[src/adcrb_pkg.sv]
// adcrb_pkg: offsets, field positions, reset values and carrier types for the adc result bank
// assumes byte-wide registers on a plain strobe port with 16-bit addresses
package adcrb_pkg;
	localparam int          ADDR_W          = 16;
	localparam int          DATA_W          = 8;
	localparam int          RES_W           = 10;
	localparam int          NUM_SLOTS       = 6;
	localparam int          PRIO_SLOT       = 5;
	localparam int          NUM_IRQ         = 6;
	// channel pairs 1..5 are slots 0..4, priority pair is slot 5
	localparam logic [15:0] OFF_CHAN1_LOW   = 16'h12a2;
	localparam logic [15:0] OFF_CHAN1_HIGH  = 16'h12a3;
	localparam logic [15:0] OFF_CHAN2_LOW   = 16'h12a4;
	localparam logic [15:0] OFF_CHAN2_HIGH  = 16'h12a5;
	localparam logic [15:0] OFF_CHAN3_LOW   = 16'h12a6;
	localparam logic [15:0] OFF_CHAN3_HIGH  = 16'h12a7;
	localparam logic [15:0] OFF_CHAN4_LOW   = 16'h12a8;
	localparam logic [15:0] OFF_CHAN4_HIGH  = 16'h12a9;
	localparam logic [15:0] OFF_CHAN5_LOW   = 16'h12aa;
	localparam logic [15:0] OFF_CHAN5_HIGH  = 16'h12ab;
	localparam logic [15:0] OFF_PRIO_LOW    = 16'h12b0;
	localparam logic [15:0] OFF_PRIO_HIGH   = 16'h12b1;
	localparam logic [15:0] OFF_CRIT0_LOW   = 16'h12b4;
	localparam logic [15:0] OFF_CRIT0_HIGH  = 16'h12b5;
	localparam logic [15:0] OFF_CRIT1_LOW   = 16'h12b6;
	localparam logic [15:0] OFF_IRQ_STATUS  = 16'h12c0;
	localparam logic [15:0] OFF_IRQ_MASK    = 16'h12c1;
	// low byte layout
	localparam int          BIT_STORED      = 0;
	localparam int          BIT_OVERRUN     = 1;
	localparam int          LOW_RES_LSB     = 6;
	localparam logic [7:0]  RESET_BYTE      = 8'h00;
	localparam logic [9:0]  RESET_RESULT    = 10'h000;
	localparam logic [1:0]  RESET_CRIT_LOW  = 2'h0;
	localparam logic [5:0]  RESET_IRQ       = 6'h00;
	// result written by the sequencer
	typedef struct packed {
		logic       valid;
		logic       prio;
		logic [2:0] chan;
		logic [9:0] data;
	} adcrb_result_t;
	// processor register access
	typedef struct packed {
		logic [15:0] addr;
		logic [7:0]  wdata;
		logic        wr;
		logic        rd;
	} adcrb_bus_t;
endpackage : adcrb_pkg

[src/adcrb_top.sv]
// adcrb_top: adc result register bank with compare criteria and interrupt
// assumes sequencer results and processor strobes are synchronous to clk_i
//
// How it works
// - new result sets its stored flag
// - reading low byte clears stored flag
// - result before both bytes read sets overrun
// - reading low byte clears overrun flag
// - low byte bits five to two read zero
// - high byte shows result bits nine to two
// - low byte bits seven, six hold result lsbs
// - separate priority pair with own flags
// - criterion 0 pair and criterion 1 low byte writable, reset zero
// - priority results go only to priority pair
//
// Decided for this implementation: the plain strobed port.
`timescale 1ns/10ps
`default_nettype none
module adcrb_top (
	// clock and reset
	input  wire logic                     clk_i,
	input  wire logic                     reset_i,
	// processor register port
	input  wire adcrb_pkg::adcrb_bus_t    bus_i,
	output logic                    [7:0] rdata_o,
	// sequencer result port
	input  wire adcrb_pkg::adcrb_result_t result_i,
	// criteria to the monitor
	output logic                    [9:0] crit0_o,
	output logic                    [9:0] crit1_o,
	// interrupt
	output logic                          irq_o
);
	logic [7:0]                     low_w   [adcrb_pkg::NUM_SLOTS];
	logic [7:0]                     high_w  [adcrb_pkg::NUM_SLOTS];
	logic [adcrb_pkg::NUM_SLOTS-1:0] load_w;
	logic [adcrb_pkg::NUM_SLOTS-1:0] rdl_w;
	logic [adcrb_pkg::NUM_SLOTS-1:0] rdh_w;
	logic [adcrb_pkg::NUM_SLOTS-1:0] ovr_w;
	logic [9:0]                     crit0_r;
	logic [9:0]                     crit1_r;
	logic [7:0]                     rdata_r;
	logic [5:0]                     irq_st_r;
	logic [5:0]                     irq_mask_r;
	logic                           irq_r;

	function automatic logic [15:0] low_addr(input int s);
		logic [15:0] a;
		a = adcrb_pkg::OFF_CHAN1_LOW + 16'(2 * s);
		if (s == adcrb_pkg::PRIO_SLOT) begin
			a = adcrb_pkg::OFF_PRIO_LOW;
		end
		return a;
	endfunction : low_addr

	wire [15:0] a_w = bus_i.addr;
	wire        rd_w = bus_i.rd;
	wire        wr_w = bus_i.wr;
	wire        prio_w = result_i.valid & result_i.prio;
	wire        norm_w = result_i.valid & ~result_i.prio;

	genvar g;
	generate
		for (g = 0; g < adcrb_pkg::NUM_SLOTS; g++) begin : g_slot
			if (g == adcrb_pkg::PRIO_SLOT) begin : g_p
				assign load_w[g] = prio_w;
			end else begin : g_c
				// channel g+1; never on priority results
				assign load_w[g] = norm_w & (result_i.chan == 3'(g + 1));
			end
			assign rdl_w[g] = rd_w & (a_w == low_addr(g));
			assign rdh_w[g] = rd_w & (a_w == low_addr(g) + 16'h0001);
			adcrb_slot u_slot (
				.clk_i        (clk_i),
				.reset_i      (reset_i),
				.load_i       (load_w[g]),
				.data_i       (result_i.data),
				.rd_low_i     (rdl_w[g]),
				.rd_high_i    (rdh_w[g]),
				.low_o        (low_w[g]),
				.high_o       (high_w[g]),
				.overrun_ev_o (ovr_w[g])
			);
		end
	endgenerate

	// criterion writes; monitor disable is software's duty
	wire wc0l_w = wr_w & (a_w == adcrb_pkg::OFF_CRIT0_LOW);
	wire wc0h_w = wr_w & (a_w == adcrb_pkg::OFF_CRIT0_HIGH);
	wire wc1l_w = wr_w & (a_w == adcrb_pkg::OFF_CRIT1_LOW);
	wire wst_w  = wr_w & (a_w == adcrb_pkg::OFF_IRQ_STATUS);
	wire wmk_w  = wr_w & (a_w == adcrb_pkg::OFF_IRQ_MASK);

	wire [9:0] crit0_nxt = {wc0h_w ? bus_i.wdata : crit0_r[9:2],
	                        wc0l_w ? bus_i.wdata[7:6] : crit0_r[1:0]};
	wire [9:0] crit1_nxt = {crit1_r[9:2], wc1l_w ? bus_i.wdata[7:6] : crit1_r[1:0]};

	// overrun events are sticky; set wins over write-one clear
	wire [5:0] clr_w      = wst_w ? bus_i.wdata[5:0] : 6'h00;
	wire [5:0] irq_st_nxt = ovr_w | (irq_st_r & ~clr_w);
	wire [5:0] mask_nxt   = wmk_w ? bus_i.wdata[5:0] : irq_mask_r;
	wire       irq_nxt    = |(irq_st_nxt & mask_nxt);

	logic [7:0] rd_nxt;
	always_comb begin
		rd_nxt = adcrb_pkg::RESET_BYTE;
		for (int s = 0; s < adcrb_pkg::NUM_SLOTS; s++) begin
			if (rdl_w[s]) begin
				rd_nxt = low_w[s];
			end
			if (rdh_w[s]) begin
				rd_nxt = high_w[s];
			end
		end
		if (rd_w) begin
			unique case (a_w)
				adcrb_pkg::OFF_CRIT0_LOW: begin
					rd_nxt = {crit0_r[1:0], 6'h00};
				end
				adcrb_pkg::OFF_CRIT0_HIGH: begin
					rd_nxt = crit0_r[9:2];
				end
				adcrb_pkg::OFF_CRIT1_LOW: begin
					rd_nxt = {crit1_r[1:0], 6'h00};
				end
				adcrb_pkg::OFF_IRQ_STATUS: begin
					rd_nxt = {2'h0, irq_st_r};
				end
				adcrb_pkg::OFF_IRQ_MASK: begin
					rd_nxt = {2'h0, irq_mask_r};
				end
				default: begin
				end
			endcase
		end
		if (!rd_w) begin
			rd_nxt = adcrb_pkg::RESET_BYTE;
		end
	end

	always_ff @(posedge clk_i or posedge reset_i) begin
		if (reset_i) begin
			crit0_r    <= adcrb_pkg::RESET_RESULT;
			crit1_r    <= adcrb_pkg::RESET_RESULT;
			rdata_r    <= adcrb_pkg::RESET_BYTE;
			irq_st_r   <= adcrb_pkg::RESET_IRQ;
			irq_mask_r <= adcrb_pkg::RESET_IRQ;
			irq_r      <= 1'b0;
		end else begin
			crit0_r    <= crit0_nxt;
			crit1_r    <= crit1_nxt;
			rdata_r    <= rd_nxt;
			irq_st_r   <= irq_st_nxt;
			irq_mask_r <= mask_nxt;
			irq_r      <= irq_nxt;
		end
	end

	assign rdata_o = rdata_r;
	assign crit0_o = crit0_r;
	assign crit1_o = crit1_r;
	assign irq_o   = irq_r;
endmodule : adcrb_top
`default_nettype wire

[src/adcrb_slot.sv]
// adcrb_slot: one result pair with stored and overrun flags
// assumes read pulses are single-cycle and aligned with the bus strobe
`timescale 1ns/10ps
`default_nettype none
module adcrb_slot (
	// clock and reset
	input  wire logic       clk_i,
	input  wire logic       reset_i,
	// result in
	input  wire logic       load_i,
	input  wire logic [9:0] data_i,
	// processor reads
	input  wire logic       rd_low_i,
	input  wire logic       rd_high_i,
	// state out
	output logic      [7:0] low_o,
	output logic      [7:0] high_o,
	output logic            overrun_ev_o
);
	logic [9:0] data_r;
	logic       stored_r;
	logic       over_r;
	logic       low_seen_r;
	logic       high_seen_r;
	wire        unread_w  = ~(low_seen_r & high_seen_r);
	wire        over_ev_w = load_i & unread_w;
	// hardware set wins over read clear
	wire        stored_nxt = load_i | (stored_r & ~rd_low_i);
	wire        over_nxt   = over_ev_w | (over_r & ~rd_low_i);
	wire        lseen_nxt  = ~load_i & (low_seen_r | rd_low_i);
	wire        hseen_nxt  = ~load_i & (high_seen_r | rd_high_i);
	always_ff @(posedge clk_i or posedge reset_i) begin
		if (reset_i) begin
			data_r      <= adcrb_pkg::RESET_RESULT;
			stored_r    <= 1'b0;
			over_r      <= 1'b0;
			low_seen_r  <= 1'b1;
			high_seen_r <= 1'b1;
		end else begin
			if (load_i) begin
				data_r <= data_i;
			end
			stored_r    <= stored_nxt;
			over_r      <= over_nxt;
			low_seen_r  <= lseen_nxt;
			high_seen_r <= hseen_nxt;
		end
	end
	assign low_o        = {data_r[1:0], 4'h0, over_r, stored_r};
	assign high_o       = data_r[9:2];
	assign overrun_ev_o = over_ev_w;
endmodule : adcrb_slot
`default_nettype wire

[config.mk]
export PLATFORM = sky130hd
export DESIGN_NAME = adcrb_top
export DESIGN_NICKNAME = d
export VERILOG_FILES = /design/src/adcrb_pkg.sv /design/src/adcrb_top.sv /design/src/adcrb_slot.sv
export SDC_FILE = /design/constraint.sdc
export NUM_CORES = 1
export LEC_CHECK = 0
export BUFFER_PORTS_ARGS = -buffer_cell sky130_fd_sc_hd__buf_4
export CORE_ASPECT_RATIO = 0.8
export CORE_MARGIN = 3
export CORE_UTILIZATION = 45
export DETAILED_ROUTE_END_ITERATION = 8
export PLACE_DENSITY_LB_ADDON = 0.3
export SETUP_SLACK_MARGIN = 0.1
export SKIP_CTS_REPAIR_TIMING = 1
export SLEW_MARGIN = 10
export SYNTH_ARGS = -nofsm -noshare
export SYNTH_HDL_FRONTEND = slang
export SYNTH_SLANG_ARGS = --single-unit
[constraint.sdc]
create_clock -name clk_i -period 4.3 [get_ports clk_i]
set_clock_uncertainty 0.2 [all_clocks]
set_input_delay 0 -clock clk_i [delete_from_list [all_inputs] [get_ports clk_i]]
set_output_delay 0 -clock clk_i [all_outputs]
set_load 0.005 [all_outputs]
* Word level (Yosys, flattened, before mapping) *
Index checks and enable logic that the tools add are counted.

operators by class
  eq/ne operators = 22
  mux-type cells = 16
  bitwise gates (word level) = 107
  reductions and logical operators = 1

operators with widths
  kind                  count
  $eq 16x13->1 const B  17
  $mux 8                13
  $and 1x1->1           60
  $pmux 8 s5            1
  $or 1x1->1            24
  $not 1->1             19
  $and 6x6->6           2
  $mux 6                2
  $eq 3x2->1 const B    2
  $eq 3x3->1 const B    2
  $not 6->6             1
  $or 6x6->6            1
  $reduce_or 6->1       1
  $eq 3x1->1 const B    1

word-level totals
  bits in registers = 117
  bits of input ports = 43
  word-level logic and storage cells = 183

* Logic depth before layout (Yosys ltp) *
  word-level depth = 16
  mapped depth = 8

* Cells and area by module *
From an unflattened synthesis, not the netlist that was laid out.

unflattened totals
  cells, all modules = 559
  area, all modules = 6,447.4 um^2

modules (own cells, without submodules)
  module      instances  cells an instance  area an instance (um^2)
  adcrb_slot  6          41                 600.6
  adcrb_top   1          313                2,844.0

* Least setup slack after synthesis *
No wires, ideal clock.

  path kind = in2reg
  start = input bus_i[18] in the netlist's numbering
  end = register crit0_r[2], in the netlist crit0_o[2]
  data arrival time = 1,510 ps
  slack = 2,465 ps
  stages on the path = 5
  buffers on the path = 1
  path through = nor4b_4 -> nand2_2 -> or4_1 -> buf_6 -> mux2_4

on the way
  longest elaborated chain between the ends = 2

RTL lines
  element               line              text
  start, declared       adcrb_top.sv:24   input wire adcrb_pkg::adcrb_bus_t bus_i,
  $eq 16x13->1          adcrb_top.sv:89   wire wc0h_w = wr_w & (a_w == adcrb_pkg::OFF_CRIT0_HIGH);
  $and 1x1->1           adcrb_top.sv:89
  end signal, assigned  adcrb_top.sv:143  crit0_r <= adcrb_pkg::RESET_RESULT;
  end signal, assigned  adcrb_top.sv:150  crit0_r <= crit0_nxt;
  end, declared         adcrb_top.sv:40   logic [9:0] crit0_r;

Every way passes these cells.
A chain may end at the register's enable or synchronous reset.

* Worst setup path in the final report *
  start = input bus_i[13] in the netlist's numbering
  end = register rdata_r[6], in the netlist rdata_o[6]

on the way
  longest elaborated chain between the ends = 16

RTL lines
  element               line              text
  $eq 16x13->1          adcrb_top.sv:71   assign rdl_w[g] = rd_w & (a_w == low_addr(g));
  $and 1x1->1           adcrb_top.sv:71
  $mux 8                adcrb_top.sv:108  if (rdl_w[s]) begin
  $mux 8                adcrb_top.sv:111  if (rdh_w[s]) begin
  $mux 8                adcrb_top.sv:108
  $mux 8                adcrb_top.sv:111
  $mux 8                adcrb_top.sv:108
  $mux 8                adcrb_top.sv:111
  $mux 8                adcrb_top.sv:108
  $mux 8                adcrb_top.sv:111
  $mux 8                adcrb_top.sv:108
  $mux 8                adcrb_top.sv:111
  $mux 8                adcrb_top.sv:108
  $mux 8                adcrb_top.sv:111
  $pmux 8 s5 *          adcrb_top.sv:116  unique case (a_w)
  $mux 8 *              adcrb_top.sv:136  if (!rd_w) begin
  via rd_nxt[6]         adcrb_top.sv:104  logic [7:0] rd_nxt;
  end signal, assigned  adcrb_top.sv:145  rdata_r <= adcrb_pkg::RESET_BYTE;
  end signal, assigned  adcrb_top.sv:152  rdata_r <= rd_nxt;
  end, declared         adcrb_top.sv:42   logic [7:0] rdata_r;

Mark *: on every way through the listed nets, which the timed path passes. The rest lies on a longest branch.

==> results.cfg <==
[die]
ios = 72
start_util_pct = 46.34
core_region_area_sq_um = 12250
die_w_um = 131.6
rows = 36
dieArea_sq_um = 14010
fp.dieH_um = 106.5

[power]
pwr-share-comb_pct = 11.2
finalPower_mw = 3.033
p_leak_nw = 3.115
power_density_nw_per_um2 = 424.6
ir_worst_vdd_uv = 297.4
pwr-share-clk_pct = 44.5
swShare_pct = 25.99
switchingPower_mw = 0.7883
p_int_mw = 2.245
p_seq_share_pct = 44.3

[layout]
n_antenna_cell = 0
utilization_pct = 58.30
synthToLayoutAreaGrowth_pct = 25.80
finalNetCount = 608
drive_gt1_share_pct = 36.16
fillers = 1033

[timing]
setup_tns_ns = 0
min_period_ns = 2.838
timing_hold_violations_final = 3
rsz0062_at_grt = no
tightest_slew_ns = 0.9801
hold_ws_ns = -0.01502
setup_viol = 0
setup_slack_ns = 1.462
max_slew_margin_pct = 34.66
finalMaxSlewViolations = 0
period_share_pct = 66.01
fmax_mhz = 352.3

[placement]
place_hpwl_um = 10750
dp_slack_ns = 1.778
gp_congestion = 0.9140
io_buffers = 63

[global_route]
antenna_found_initial = 1
grt_max_degree = 81
grt_overflow = 0
grt_use_total_pct = 22.27
grt_pass1_vias = 4144
grt_pass1_wl_um = 24090

[hold_path]
min_path_type = in2reg
min_from = result_i[11]

[worst_setup_path]
cp-start-kind = primary input
cp.required_ns = 4.37
crit_start = bus_i[13]
path_class = in2reg
critPathMaxFanout = 9
r2r-start = g_slot[0].u_slot.over_r$_DFF_PP0_
cp-end-kind = flop
cp_slowest_stage_delay_ns = 0.61
cp_slowest_cell = nor3_2
worstPathCellList = dlygate4sd3_1 -> buf_4 -> nor2b_1 -> nand3_1 -> nor3_2 -> a221oi_1 -> a41oi_1
crit_arrival_ns = 2.91

[run]
maxCapViolCount = 0

[synth]
synth_warnings = 0
synthTopCellsByCount = 105 x dfrtp_1, 70 x mux2_2, 31 x nand2_1
yosysMostFrequentCell = dfrtp_1
synth_area_leaders = dfrtp_1 46%, mux2_2 14%, dfstp_2 5.6%
yosysSeqAreaShare_pct = 51.83
synth-edff-count = 0
async_flop_share_pct = 100.0
yosys.area.top_type = dfrtp_1
synth.avg_cell_area_sq_um = 12.06
synthDistinctLibCells = 70
ys_seq_elements = 117
synth_flop_cell = dfrtp_1
netlist_instances = 471
syn-cell-area_sq_um = 5678
yosys.area.top_type_share_pct = 46.28

[route]
drc = 0
routed_via_density = 5.836
ant_nets = 0
initialDrtViolationCount = 527
routed_wirelength_um = 15480
wl_per_cell_um = 20.66
dr.pass1.iters = 5
num_vias = 4371

[cts]
cts_buffers = 17
cts_root_buf = clkbuf_16
clock_sinks = 117
tritoncts = built
clk-insertion-delay-late_ns = 0.41
cts-htree-levels = 4
clock_path_buffers = 2
clk_pin_slew_ns = 0.06

[outcome]
violations = negative hold slack
status = finished, violations left
[flip-flops by register name, indices dropped and copies added (netlist names)]
| register | cells |
|---|---|
| rdata_o | 8 |
| irq_mask_r | 6 |
| g_slot.u_slot.over_r | 6 |
| irq_o | 1 |
| crit1_o | 2 |
| g_slot.u_slot.low_seen_r | 6 |
| g_slot.u_slot.data_r | 60 |
| irq_st_r | 6 |
| crit0_o | 10 |
| g_slot.u_slot.high_seen_r | 6 |
| g_slot.u_slot.stored_r | 6 |
[cell families (layout without fill, tap and decap cells)]
logic type	count (synthesis)	in the layout	share of synthesized area (%)
compound gates	93	93	12.10
buf+inv	43	143	3.680
flops	117	117	51.83
mux	92	92	18.84
other cells	1	8	0.06605
simple gates	125	125	13.49
[routing by layer]
layer  up-vias  global-route usage [%]  routed length (um)
met5         -                       0                   8
met4         2                   6.372                 152
met1      2176                   33.55                7069
li1       1949                       -                   -
met2       222                   31.13                6731
met3        22                   6.386                1514
[cell type report]
| class | instances | area, sq um | area share, % |
|---|---|---|---|
| Timing Repair Buffer | 98 | 815.8 | 11.42 |
| Sequential cell | 117 | 2943 | 41.20 |
| Inverter | 13 | 51.30 | 0.7182 |
| Multi-Input combinational cell | 318 | 2552 | 35.73 |
| Tap cell | 171 | 214.0 | 2.995 |
| Clock inverter | 15 | 141.4 | 1.979 |
| Clock buffer | 17 | 425.4 | 5.956 |
[through the flow]
step | instances | cell area, sq um
detailed placement | 685 | 6256
global route | 749 | 7143
CTS | 717 | 6823
finish | 749 | 7143
floorplan | 478 | 5704
global placement | 685 | 6256
[cell usage in the layout, fill, tap and decap left out, types with 4 or more instances in the layout]
cell type / instances
a21o_1: 7
a21oi_1: 16
a222oi_1: 9
a22oi_1: 7
a31oi_1: 5
buf_4: 66
clkbuf_16: 17
conb_1: 8
dfrtp_1: 105
dfstp_2: 12
dlygate4sd3_1: 32
inv_1: 12
inv_6: 7
mux2_2: 70
mux2_4: 9
mux2i_1: 9
nand2_1: 31
nand2b_1: 8
nand3_1: 8
nand4_1: 4
nand4b_1: 4
nor2_1: 23
nor2b_1: 5
nor3_1: 9
o21a_1: 7
o21ai_0: 9
or2_2: 5
[worst max-delay path, delay by kind of cell]
kind,cells,cell delay (ns)
and+or+nand+nor,3,1.52
AOI/OAI and AO/OA,2,0.67
buffers and inverters,2,0.71
[power groups by stage]
stage               logic, mW  clock network [mW]  registers, mW
floorplan               0.230                   0           1.32
global placement        0.303                   0           1.35
detailed placement      0.315                   0           1.36
CTS                     0.317                1.37           1.34
global route            0.373                1.42           1.36
finish                  0.339                1.35           1.34
[path summary, 6_finish.rpt]
kind | end | slack (ns) | cells after the start
min in group asynchronous | g_slot[4].u_slot.data_r[0]$_DFFE_PP0P_ | 0.17 | 3
worst max-delay path | rdata_o[6]$_DFF_PP0_ | 1.46 | 7
worst max register to register | rdata_o[1]$_DFF_PP0_ | 2.22 | 6
max in group asynchronous | g_slot[2].u_slot.low_seen_r$_DFF_PP1_ | 2.62 | 4
worst min-delay path | g_slot[0].u_slot.stored_r$_DFF_PP0_ | -0.02 | 4
worst min register to register | g_slot[3].u_slot.low_seen_r$_DFF_PP1_ | 0.27 | 2
Note: power is estimated with default switching activity, not from simulation.
